**config.mk**
```make
export PLATFORM = sky130hd
export DESIGN_NAME = dsc_deep_sleep
export DESIGN_NICKNAME = d
export VERILOG_FILES = /design/src/hw/dsc_pkg.sv /design/src/hw/dsc_sync.sv /design/src/hw/dsc_wake_counter.sv /design/src/hw/dsc_deep_sleep.sv
export SDC_FILE = /design/constraint.sdc
export NUM_CORES = 1
export LEC_CHECK = 0
export BUFFER_PORTS_ARGS = -buffer_cell sky130_fd_sc_hd__buf_2
export CAP_MARGIN = 30
export CORE_MARGIN = 2
export CORE_UTILIZATION = 45
export CTS_CLUSTER_SIZE = 25
export DETAILED_ROUTE_END_ITERATION = 16
export GPL_TIMING_DRIVEN = 0
export PLACE_DENSITY_LB_ADDON = 0.2
export SLEW_MARGIN = 20
export SYNTH_ARGS = -nofsm -noshare
export SYNTH_HDL_FRONTEND = slang
export SYNTH_SLANG_ARGS = --single-unit
export TNS_END_PERCENT = 1
```
**constraint.sdc**
```tcl
create_clock -name clock_in -period 2.47 [get_ports clock_in]
set_clock_uncertainty 0.1 [all_clocks]
set_input_delay 0.247 -clock clock_in [delete_from_list [all_inputs] [get_ports clock_in]]
set_output_delay 0.247 -clock clock_in [all_outputs]
set_load 0.03 [all_outputs]
```
**src/hw/dsc_pkg.sv**
```systemverilog
package dsc_pkg;

  // Register word indices on the plain register port.
  localparam logic [3:0] DSC_CTRL_ADDR = 4'h0;
  localparam logic [3:0] DSC_STAT_ADDR = 4'h1;
  localparam logic [3:0] DSC_PINSEL_ADDR = 4'h2;
  localparam logic [3:0] DSC_IRQ_ADDR = 4'h3;

  // Control register fields.
  localparam int DSC_ARM_BIT = 0;
  localparam int DSC_DELAY_LSB = 16;
  localparam int DSC_DELAY_W = 16;
  localparam logic [15:0] DSC_DELAY_RST = 16'h0010;

  // Status register fields.
  localparam int DSC_DONE_BIT = 0;
  localparam int DSC_ASLEEP_BIT = 1;
  localparam int DSC_PIN_BIT = 2;
  localparam int DSC_OSC_BIT = 3;
  localparam int DSC_REF_BIT = 4;

  // Falling-edge event register: bit 0 is the flag, bit 1 the enable.
  localparam int DSC_FALL_FLAG_BIT = 0;
  localparam int DSC_FALL_EN_BIT = 1;

  // Shared pin function select codes.
  localparam logic [1:0] DSC_FN_SLEEP_IN = 2'h0;
  localparam logic [1:0] DSC_FN_ALARM_OUT = 2'h1;
  localparam logic [1:0] DSC_FN_GPIO = 2'h2;

  // Sequencer states.
  typedef enum logic [2:0] {
    DSC_ST_RUN,
    DSC_ST_GATE_REF,
    DSC_ST_OSC_OFF,
    DSC_ST_ASLEEP,
    DSC_ST_WAKE_CNT
  } dsc_state_e;

  // Register port request bundle.
  typedef struct packed {
    logic [3:0] addr;
    logic [31:0] wdata;
    logic wr;
    logic rd;
  } dsc_req_s;

  // Clock controls that leave the block.
  typedef struct packed {
    logic ref_clk_en;
    logic osc_en;
  } dsc_clk_s;

endpackage : dsc_pkg

```
**src/hw/dsc_sync.sv**
```systemverilog
module dsc_sync (
  input wire logic clock_in,
  input wire logic rst_n_in,
  input wire logic async_in,
  output logic sync_out
);

  logic meta_r;
  logic sync_r;

  // Two-stage synchroniser; resets high so an idle request line reads as awake.
  always_ff @(posedge clock_in or negedge rst_n_in)
  begin
    if (!rst_n_in)
    begin
      meta_r <= 1'b1;
      sync_r <= 1'b1;
    end
    else
    begin
      meta_r <= async_in;
      sync_r <= meta_r;
    end
  end

  assign sync_out = sync_r;

endmodule : dsc_sync

```
**src/hw/dsc_wake_counter.sv**
```systemverilog
module dsc_wake_counter #(
  parameter int WIDTH = 16
) (
  input wire logic clock_in,
  input wire logic rst_n_in,
  input wire logic run_in,
  input wire logic valid_in,
  input wire logic [WIDTH-1:0] limit_in,
  output logic reached_out
);

  logic [WIDTH-1:0] count_r;

  initial
  begin
    if (WIDTH < 1 || WIDTH > 32)
      $error("dsc_wake_counter: WIDTH out of range");
  end

  // Counts only valid oscillator cycles; clears whenever the wake phase is idle.
  always_ff @(posedge clock_in or negedge rst_n_in)
  begin
    if (!rst_n_in)
      count_r <= '0;
    else if (!run_in)
      count_r <= '0;
    else if (valid_in && !reached_out)
      count_r <= count_r + WIDTH'(1);
  end

  assign reached_out = run_in && (count_r >= limit_in);

endmodule : dsc_wake_counter

```
**src/hw/dsc_deep_sleep.sv**
```systemverilog
// Operation
// - Low request while armed stops clocks, oscillator.
// - High request starts leaving sleep.
// - Register contents kept throughout sleep.
// - Request from external pin or alarm.
// - Request ignored while arm bit clear.
// - Writing arm one clears wake done.
// - Arming with request already low sleeps.
// - Gate reference clock, then oscillator off.
// - Wake re-enables oscillator, counts valid cycles.
// - Count reached: done set, reference on.
// - Writing arm zero clears wake done.
// - GPIO mode request still follows pin.
// - Function select; alarm mode drives low.
// - Alarm high drives wake from sleep.
// - PLL control contents survive sleep.
// - Handshake precedes sleep entry.
// - Pin falling edge raises event.
//
// Strobed register access and the register offsets were left to the implementer.
module dsc_deep_sleep #(
  parameter int DELAY_W = dsc_pkg::DSC_DELAY_W
) (
  input wire logic clock_in,
  input wire logic rst_n_in,
  input wire dsc_pkg::dsc_req_s req_in,
  output logic [31:0] rdata_out,
  input wire logic sleep_request_pin_n_in,
  output logic sleep_request_pin_out,
  output logic sleep_request_pin_oe_out,
  input wire logic rtc_alarm_in,
  input wire logic osc_valid_in,
  output dsc_pkg::dsc_clk_s clk_ctl_out,
  output logic asleep_out,
  output logic fall_event_out
);

  logic sleep_arm_bit_r;
  logic wake_done_flag_r;
  logic [DELAY_W-1:0] wake_delay_field_r;
  logic [1:0] shared_pin_function_select_r;
  logic fall_en_r;
  logic fall_flag_r;
  logic req_prev_r;
  logic pin_drive_r;
  logic pin_oe_r;
  dsc_pkg::dsc_state_e state_r;
  dsc_pkg::dsc_state_e state_nxt;
  dsc_pkg::dsc_clk_s clk_r;
  logic asleep_r;
  logic req_raw;
  logic req_sync;
  logic reached;
  logic wr_ctrl;
  logic arm_set;
  logic arm_clr;

  initial
  begin
    if (DELAY_W < 1 || DELAY_W > 16)
      $error("dsc_deep_sleep: DELAY_W must be 1 to 16");
  end

  assign wr_ctrl = req_in.wr && (req_in.addr == dsc_pkg::DSC_CTRL_ADDR);
  // Every write of the arm bit clears the done flag unless completion coincides, so rewriting a one rearms after a wake.
  assign arm_set = wr_ctrl && req_in.wdata[dsc_pkg::DSC_ARM_BIT];
  assign arm_clr = wr_ctrl && !req_in.wdata[dsc_pkg::DSC_ARM_BIT];

  // The internal request is the pad level in input and GPIO modes, the alarm in alarm mode.
  // source selection
  always_comb
  begin
    if (shared_pin_function_select_r == dsc_pkg::DSC_FN_ALARM_OUT)
      req_raw = rtc_alarm_in;
    else
      req_raw = sleep_request_pin_n_in;
  end

  // The request is asynchronous to this clock, so it is synchronised first.
  // request synchroniser
  dsc_sync u_sync (
    .clock_in(clock_in),
    .rst_n_in(rst_n_in),
    .async_in(req_raw),
    .sync_out(req_sync)
  );

  // Wake counter advances only while the oscillator reports valid cycles.
  // valid cycle counting
  dsc_wake_counter #(
    .WIDTH(DELAY_W)
  ) u_count (
    .clock_in(clock_in),
    .rst_n_in(rst_n_in),
    .run_in(state_r == dsc_pkg::DSC_ST_WAKE_CNT),
    .valid_in(osc_valid_in),
    .limit_in(wake_delay_field_r),
    .reached_out(reached)
  );

  // Software-owned configuration; sleep never resets it so contents survive.
  // contents retained
  always_ff @(posedge clock_in or negedge rst_n_in)
  begin
    if (!rst_n_in)
    begin
      sleep_arm_bit_r <= 1'b0;
      wake_delay_field_r <= dsc_pkg::DSC_DELAY_RST[DELAY_W-1:0];
    end
    else if (wr_ctrl)
    begin
      sleep_arm_bit_r <= req_in.wdata[dsc_pkg::DSC_ARM_BIT];
      wake_delay_field_r <= req_in.wdata[dsc_pkg::DSC_DELAY_LSB +: DELAY_W];
    end
  end

  // Pin function and falling-edge enable.
  // function select
  always_ff @(posedge clock_in or negedge rst_n_in)
  begin
    if (!rst_n_in)
    begin
      shared_pin_function_select_r <= dsc_pkg::DSC_FN_SLEEP_IN;
      fall_en_r <= 1'b0;
    end
    else
    begin
      if (req_in.wr && req_in.addr == dsc_pkg::DSC_PINSEL_ADDR)
        shared_pin_function_select_r <= req_in.wdata[1:0];
      if (req_in.wr && req_in.addr == dsc_pkg::DSC_IRQ_ADDR)
        fall_en_r <= req_in.wdata[dsc_pkg::DSC_FALL_EN_BIT];
    end
  end

  // Sequencer: entry gates the reference first, then stops the oscillator.
  // enter on low while armed
  always_comb
  begin
    state_nxt = state_r;
    unique case (state_r)
      dsc_pkg::DSC_ST_RUN:
        if (sleep_arm_bit_r && !req_sync && !wake_done_flag_r)
          state_nxt = dsc_pkg::DSC_ST_GATE_REF;
      dsc_pkg::DSC_ST_GATE_REF:
        state_nxt = dsc_pkg::DSC_ST_OSC_OFF;
      dsc_pkg::DSC_ST_OSC_OFF:
        state_nxt = dsc_pkg::DSC_ST_ASLEEP;
      dsc_pkg::DSC_ST_ASLEEP:
        if (req_sync)
          state_nxt = dsc_pkg::DSC_ST_WAKE_CNT;
      dsc_pkg::DSC_ST_WAKE_CNT:
        if (reached)
          state_nxt = dsc_pkg::DSC_ST_RUN;
      default:
        state_nxt = dsc_pkg::DSC_ST_RUN;
    endcase
  end

  // State register.
  always_ff @(posedge clock_in or negedge rst_n_in)
  begin
    if (!rst_n_in)
      state_r <= dsc_pkg::DSC_ST_RUN;
    else
      state_r <= state_nxt;
  end

  // Clock controls are registered so the outputs never glitch.
  // oscillator back on at wake
  always_ff @(posedge clock_in or negedge rst_n_in)
  begin
    if (!rst_n_in)
    begin
      clk_r <= '{ref_clk_en: 1'b1, osc_en: 1'b1};
      asleep_r <= 1'b0;
    end
    else
    begin
      clk_r.ref_clk_en <= (state_nxt == dsc_pkg::DSC_ST_RUN);
      clk_r.osc_en <= (state_nxt != dsc_pkg::DSC_ST_OSC_OFF) &&
        (state_nxt != dsc_pkg::DSC_ST_ASLEEP);
      asleep_r <= (state_nxt != dsc_pkg::DSC_ST_RUN);
    end
  end

  // Done flag: completion set wins over a simultaneous arm-bit clear.
  // done set
  always_ff @(posedge clock_in or negedge rst_n_in)
  begin
    if (!rst_n_in)
      wake_done_flag_r <= 1'b0;
    else if (state_r == dsc_pkg::DSC_ST_WAKE_CNT && reached)
      wake_done_flag_r <= 1'b1;
    else if (arm_set || arm_clr)
      wake_done_flag_r <= 1'b0;
  end

  // Falling edge of the synchronised request (pin, or alarm in alarm mode) raises a sticky event; set beats clear.
  // falling edge event
  always_ff @(posedge clock_in or negedge rst_n_in)
  begin
    if (!rst_n_in)
    begin
      req_prev_r <= 1'b1;
      fall_flag_r <= 1'b0;
    end
    else
    begin
      req_prev_r <= req_sync;
      if (fall_en_r && req_prev_r && !req_sync)
        fall_flag_r <= 1'b1;
      else if (req_in.wr && req_in.addr == dsc_pkg::DSC_IRQ_ADDR &&
               req_in.wdata[dsc_pkg::DSC_FALL_FLAG_BIT])
        fall_flag_r <= 1'b0;
    end
  end

  // In alarm mode the pad is driven with the alarm level, low until it fires.
  // alarm output low
  always_ff @(posedge clock_in or negedge rst_n_in)
  begin
    if (!rst_n_in)
    begin
      pin_drive_r <= 1'b0;
      pin_oe_r <= 1'b0;
    end
    else
    begin
      pin_oe_r <= (shared_pin_function_select_r == dsc_pkg::DSC_FN_ALARM_OUT);
      pin_drive_r <= (shared_pin_function_select_r == dsc_pkg::DSC_FN_ALARM_OUT) &&
        rtc_alarm_in;
    end
  end

  // Read data stand in the cycle after the strobe only; zero otherwise.
  always_ff @(posedge clock_in or negedge rst_n_in)
  begin
    if (!rst_n_in)
      rdata_out <= 32'h0000_0000;
    else if (!req_in.rd)
      rdata_out <= 32'h0000_0000;
    else
    begin
      rdata_out <= 32'h0000_0000;
      unique case (req_in.addr)
        dsc_pkg::DSC_CTRL_ADDR:
        begin
          rdata_out[dsc_pkg::DSC_ARM_BIT] <= sleep_arm_bit_r;
          rdata_out[dsc_pkg::DSC_DELAY_LSB +: DELAY_W] <= wake_delay_field_r;
        end
        dsc_pkg::DSC_STAT_ADDR:
        begin
          rdata_out[dsc_pkg::DSC_DONE_BIT] <= wake_done_flag_r;
          rdata_out[dsc_pkg::DSC_ASLEEP_BIT] <= asleep_r;
          rdata_out[dsc_pkg::DSC_PIN_BIT] <= req_sync;
          rdata_out[dsc_pkg::DSC_OSC_BIT] <= clk_r.osc_en;
          rdata_out[dsc_pkg::DSC_REF_BIT] <= clk_r.ref_clk_en;
        end
        dsc_pkg::DSC_PINSEL_ADDR:
          rdata_out[1:0] <= shared_pin_function_select_r;
        dsc_pkg::DSC_IRQ_ADDR:
        begin
          rdata_out[dsc_pkg::DSC_FALL_FLAG_BIT] <= fall_flag_r;
          rdata_out[dsc_pkg::DSC_FALL_EN_BIT] <= fall_en_r;
        end
        default:
          rdata_out <= 32'h0000_0000;
      endcase
    end
  end

  assign clk_ctl_out = clk_r;
  assign asleep_out = asleep_r;
  assign fall_event_out = fall_flag_r;
  assign sleep_request_pin_out = pin_drive_r;
  assign sleep_request_pin_oe_out = pin_oe_r;

  // Sleep is entered only when armed and the request is low.
  // no entry unless armed
  guard_arm_a: assert property (@(posedge clock_in) disable iff (!rst_n_in)
    (state_r == dsc_pkg::DSC_ST_RUN && !sleep_arm_bit_r) |=> state_r == dsc_pkg::DSC_ST_RUN)
    else $error("Sleep entered while not armed");

  // Reference is gated one cycle before the oscillator stops.
  // ordered entry
  entry_order_a: assert property (@(posedge clock_in) disable iff (!rst_n_in)
    (state_r == dsc_pkg::DSC_ST_GATE_REF) |-> (!clk_r.ref_clk_en && clk_r.osc_en)
    ##1 (!clk_r.ref_clk_en && !clk_r.osc_en))
    else $error("Entry order broken");

  // Arming with the request low enters the reference gate next cycle and the asleep state two cycles after.
  // entry on low
  arm_enter_a: assert property (@(posedge clock_in) disable iff (!rst_n_in)
    (state_r == dsc_pkg::DSC_ST_RUN && sleep_arm_bit_r && !req_sync && !wake_done_flag_r)
    |=> state_r == dsc_pkg::DSC_ST_GATE_REF ##2 state_r == dsc_pkg::DSC_ST_ASLEEP)
    else $error("Armed low request did not enter sleep");

  // Request high while asleep restores the oscillator next cycle.
  // exit start
  wake_osc_a: assert property (@(posedge clock_in) disable iff (!rst_n_in)
    (state_r == dsc_pkg::DSC_ST_ASLEEP && req_sync) |=> clk_r.osc_en && !clk_r.ref_clk_en)
    else $error("Oscillator not enabled at wake");

  // Reaching the count sets the done flag and releases the reference together.
  // completion
  wake_done_a: assert property (@(posedge clock_in) disable iff (!rst_n_in)
    (state_r == dsc_pkg::DSC_ST_WAKE_CNT && reached) |=> wake_done_flag_r && clk_r.ref_clk_en
    && state_r == dsc_pkg::DSC_ST_RUN)
    else $error("Completion not signalled");

  // Any write of the arm bit clears the done flag unless completion coincides.
  // arm one clears
  done_clear_a: assert property (@(posedge clock_in) disable iff (!rst_n_in)
    ((arm_set || arm_clr) && state_r != dsc_pkg::DSC_ST_WAKE_CNT) |=> !wake_done_flag_r)
    else $error("Done flag not cleared on arm write");

  // Alarm mode drives the pin with the alarm level.
  // alarm output
  alarm_pin_a: assert property (@(posedge clock_in) disable iff (!rst_n_in)
    (shared_pin_function_select_r == dsc_pkg::DSC_FN_ALARM_OUT && !rtc_alarm_in)
    |=> sleep_request_pin_oe_out && !sleep_request_pin_out)
    else $error("Alarm pin not driven low");

  // A falling request with the event enabled sets the flag.
  // falling edge
  fall_flag_a: assert property (@(posedge clock_in) disable iff (!rst_n_in)
    (fall_en_r && $fell(req_sync)) |=> fall_flag_r)
    else $error("Falling edge not flagged");

endmodule : dsc_deep_sleep

```
==> results.cfg <==
[status]
status = finished with violations
failed_checks = setup timing

[power]
power_leakage_nw = 2.00
p_per_area_nw_per_um2 = 719
vdd_drop_max_mv = 0.448

[critical_path]
crit_family = compound AO/OA/AOI/OAI gates
cpPeakStageDelay_ns = 0.40
cp_slowest_cell = dfrtp_1
worstSetupStartpointType = flop
cp.required_ns = 2.64
worstPathCellList = inv_2 -> ha_4 -> a21o_1 -> a221o_1 -> a211oi_4 -> nand4_1 -> buf_6 -> or3_1 -> a21oi_2
cp_max_fo = 9
endpoint_kind = flop
critPathKind = flop to flop
cp_data_arrival_time_ns = 2.72
critPathBufInv = 2

[clocking]
cts.sinks = 70
cts_tree = yes
path_clk_slew_ns = 0.08
htree_levels = 3
cts_max_path_buffers = 2
cts_root_buf = clkbuf_8
cts_buffers = 9
insertion_delay_ns = 0.35

[global_routing]
antenna_found_initial = 0
grt_first_pass_wirelength_mm = 12.0
grt_start_max_net_pins = 51
overflow = 0
grt_pass1_vias = 2534
track_usage_pct = 20.4

[die]
start_util_pct = 47.2
core-area_sq_um = 6870
num_rows = 30
num_io_pins = 81
fp.dieH_um = 88.9
chipWidth_um = 88.9
dieArea_sq_um = 7900

[timing]
max_slew_margin_pct = 61.0
hold_violations = 0
fmax_mhz = 393
setup_tns_ns = -0.452
period_needed_ns = 2.54
worst_pin_slew_ns = 0.583
rsz0062_at_grt = yes
fin_ws_ns = -0.0728
slew_viol_final = 0
setup_viol = 13
period_share_pct = 103

[synth]
avgSynthCellArea_sq_um = 11.1
syn_inst = 292
yosys_warnings = 0
seq_area_frac_synth_pct = 54.3
ys_types = 41
synthesis.area_sq_um = 3240
ys_seq_elements = 70

[drt]
via_per_inst = 5.14
wl_per_cell_um = 14.8
dr.pass1.iters = 5
drc = 0
vias = 2494
wirelength_mm = 7.16
ant_nets = 0
drt_iter0_drc = 152

[final_layout]
finalNetCount = 444
drive_gt1_share_pct = 37.5
syn_to_final_growth_pct = 28.3
diodes = 0
final_util_pct = 60.5

[run]
cap_viol_max_count = 0

[placed_design]
portBuffers = 55
dp.final_hpwl_mm = 4.97
gp_congestion = 0.823

[hold_path]
hp-class = primary input to flop
final timing paths:
| path | slack, ns | depth (start not counted) | to | startpoint |
|---|---|---|---|---|
| setup reg to reg | -0.07 | 9 | u_count.count_r[9] | wake_delay_field_r[9] |
| hold / removal | 0.02 | 2 | sleep_request_pin_out | rtc_alarm_in |
| min in group asynchronous | 0.22 | 2 | shared_pin_function_select_r[1] | rst_n_in |
| setup / recovery | -0.07 | 9 | u_count.count_r[9] | wake_delay_field_r[9] |
| max in group asynchronous | 1.46 | 3 | wake_delay_field_r[4] | rst_n_in |
| hold reg to reg | 0.26 | 0 | u_sync.sync_out | u_sync.meta_r |
per-layer routing:
| layer | share of wire [%] | global-route usage (%) |
|---|---|---|
| met5 | 0 | 0 |
| met2 | 51 | 32.7 |
| met1 | 43 | 26.5 |
| met3 | 4.2 | 3.73 |
| met4 | 1.7 | 10.2 |
registers in the layout, summed over array words and instances, names as in the netlist, 2 cells and up:
name / flops
clk_ctl_out: 2
state_r: 3
shared_pin_function_select_r: 2
rdata_out: 21
wake_delay_field_r: 16
u_count.count_r: 16
through the flow:
stage / cells / hold WS (ns) / setup WS (ns) / total power, mW / cell area (sq um)
2_1_floorplan: 302 / -0.149 / 0.0272 / 1.81 / 3280
3_3_place_gp: 453 / 0.248 / -0.361 / 1.97 / 3670
3_5_place_dp: 454 / 0.0527 / -0.329 / 2.00 / 3700
4_1_cts: 484 / 0.00578 / -0.0298 / 3.01 / 4120
5_1_grt: 485 / 0.00763 / -0.166 / 3.16 / 4160
6_report: 485 / 0.0178 / -0.0728 / 2.99 / 4160
synth_stat cells, drive strengths merged:
cell / number / area (sq um)
dfrtp: 64 / 1600
inv: 21 / 78.8
mux2: 21 / 236
a21oi: 19 / 95.1
ha: 17 / 213
nand2: 16 / 60.1
nor4: 15 / 93.8
o21ai: 15 / 75.1
nor2: 14 / 52.6
buf: 12 / 90.1
or3: 11 / 68.8
nand3: 9 / 50.1
and2: 7 / 43.8
clkbuf: 7 / 26.3
nand4: 7 / 43.8
dfstp: 6 / 158
and3: 3 / 18.8
and4: 2 / 17.5
nand2b: 2 / 12.5
or2: 2 / 12.5
or4: 2 / 15.0
xnor2: 2 / 17.5
a2111oi: 1 / 8.76
a211oi: 1 / 12.5
a21o: 1 / 7.51
a221o: 1 / 10.0
a22o: 1 / 8.76
conb: 1 / 3.75
mux2i: 1 / 10.0
mux4: 1 / 22.5
nor2b: 1 / 6.26
nor3: 1 / 5.00
nor3b: 1 / 7.51
nor4b: 1 / 8.76
o21a: 1 / 7.51
o22ai: 1 / 6.26
o31ai: 1 / 7.51
o41ai: 1 / 8.76
or4b: 1 / 10.0
xor2: 1 / 8.76
power breakdown:
part | leakage (nW) | total, mW | internal, mW | switching, mW
logic | 0.993 | 0.651 | 0.278 | 0.372
clock network | 0.0955 | 0.931 | 0.494 | 0.437
registers | 0.909 | 1.41 | 1.31 | 0.0953
total | 2.00 | 2.99 | 2.08 | 0.905
logic make-up (layout without fill, tap and decap cells):
group                    after synthesis  count (layout)  share of synthesized area, %
buffers and inverters                 40             127                          6.02
XOR/XNOR                               3               3                         0.811
AND/OR/NAND/NOR                       95              95                          16.3
flip-flops                            70              70                          54.3
adder cells (fa/ha/maj)               17              17                          6.56
AO/OA/AOI/OAI                         43              43                          7.65
multiplexers                          23              23                          8.30
other                                  1              11                         0.116
worst register-to-register path, delay by kind of cell (launching register included):
kind	cells	cell delay, ns
AOI/OAI and AO/OA	4	1.01
and+or+nand+nor	2	0.50
DFF	1	0.40
buffers and inverters	2	0.25
adders and majority gates	1	0.20
cell type report:
type	count	area [sq um]
inverters	21	78.8
well taps	96	120
clock buffers	11	141
plain buffers	19	120
fillers	598	2710
repair buffers	71	435
multi-input cells	192	1440
clock inverters	5	58.8
flip-flops and latches	70	1760
timing repair:
item,in CTS,in global routing
hold buffers,1,0
buffers inserted,13,1
endpoints found under the setup margin,16,16
gates cloned,0,0
resized for setup,23,8
endpoints found under the hold margin,49,0
pin swaps,20,9
layout by cell type, fill, tap and decap left out, drive strengths merged, types with 2 or more instances in the layout:
master,count
and2,7
or2,2
and4,2
or3,11
nand2,16
o21ai,15
buf,82
clkinv,2
or4,2
clkinvlp,2
nand3,9
conb,11
dfstp,6
inv,21
ha,17
nand2b,2
clkbuf,18
and3,3
xnor2,2
nor4,15
nor2,14
dfrtp,64
nand4,7
a21oi,19
mux2,21
Power figures use the tool's default switching activity.
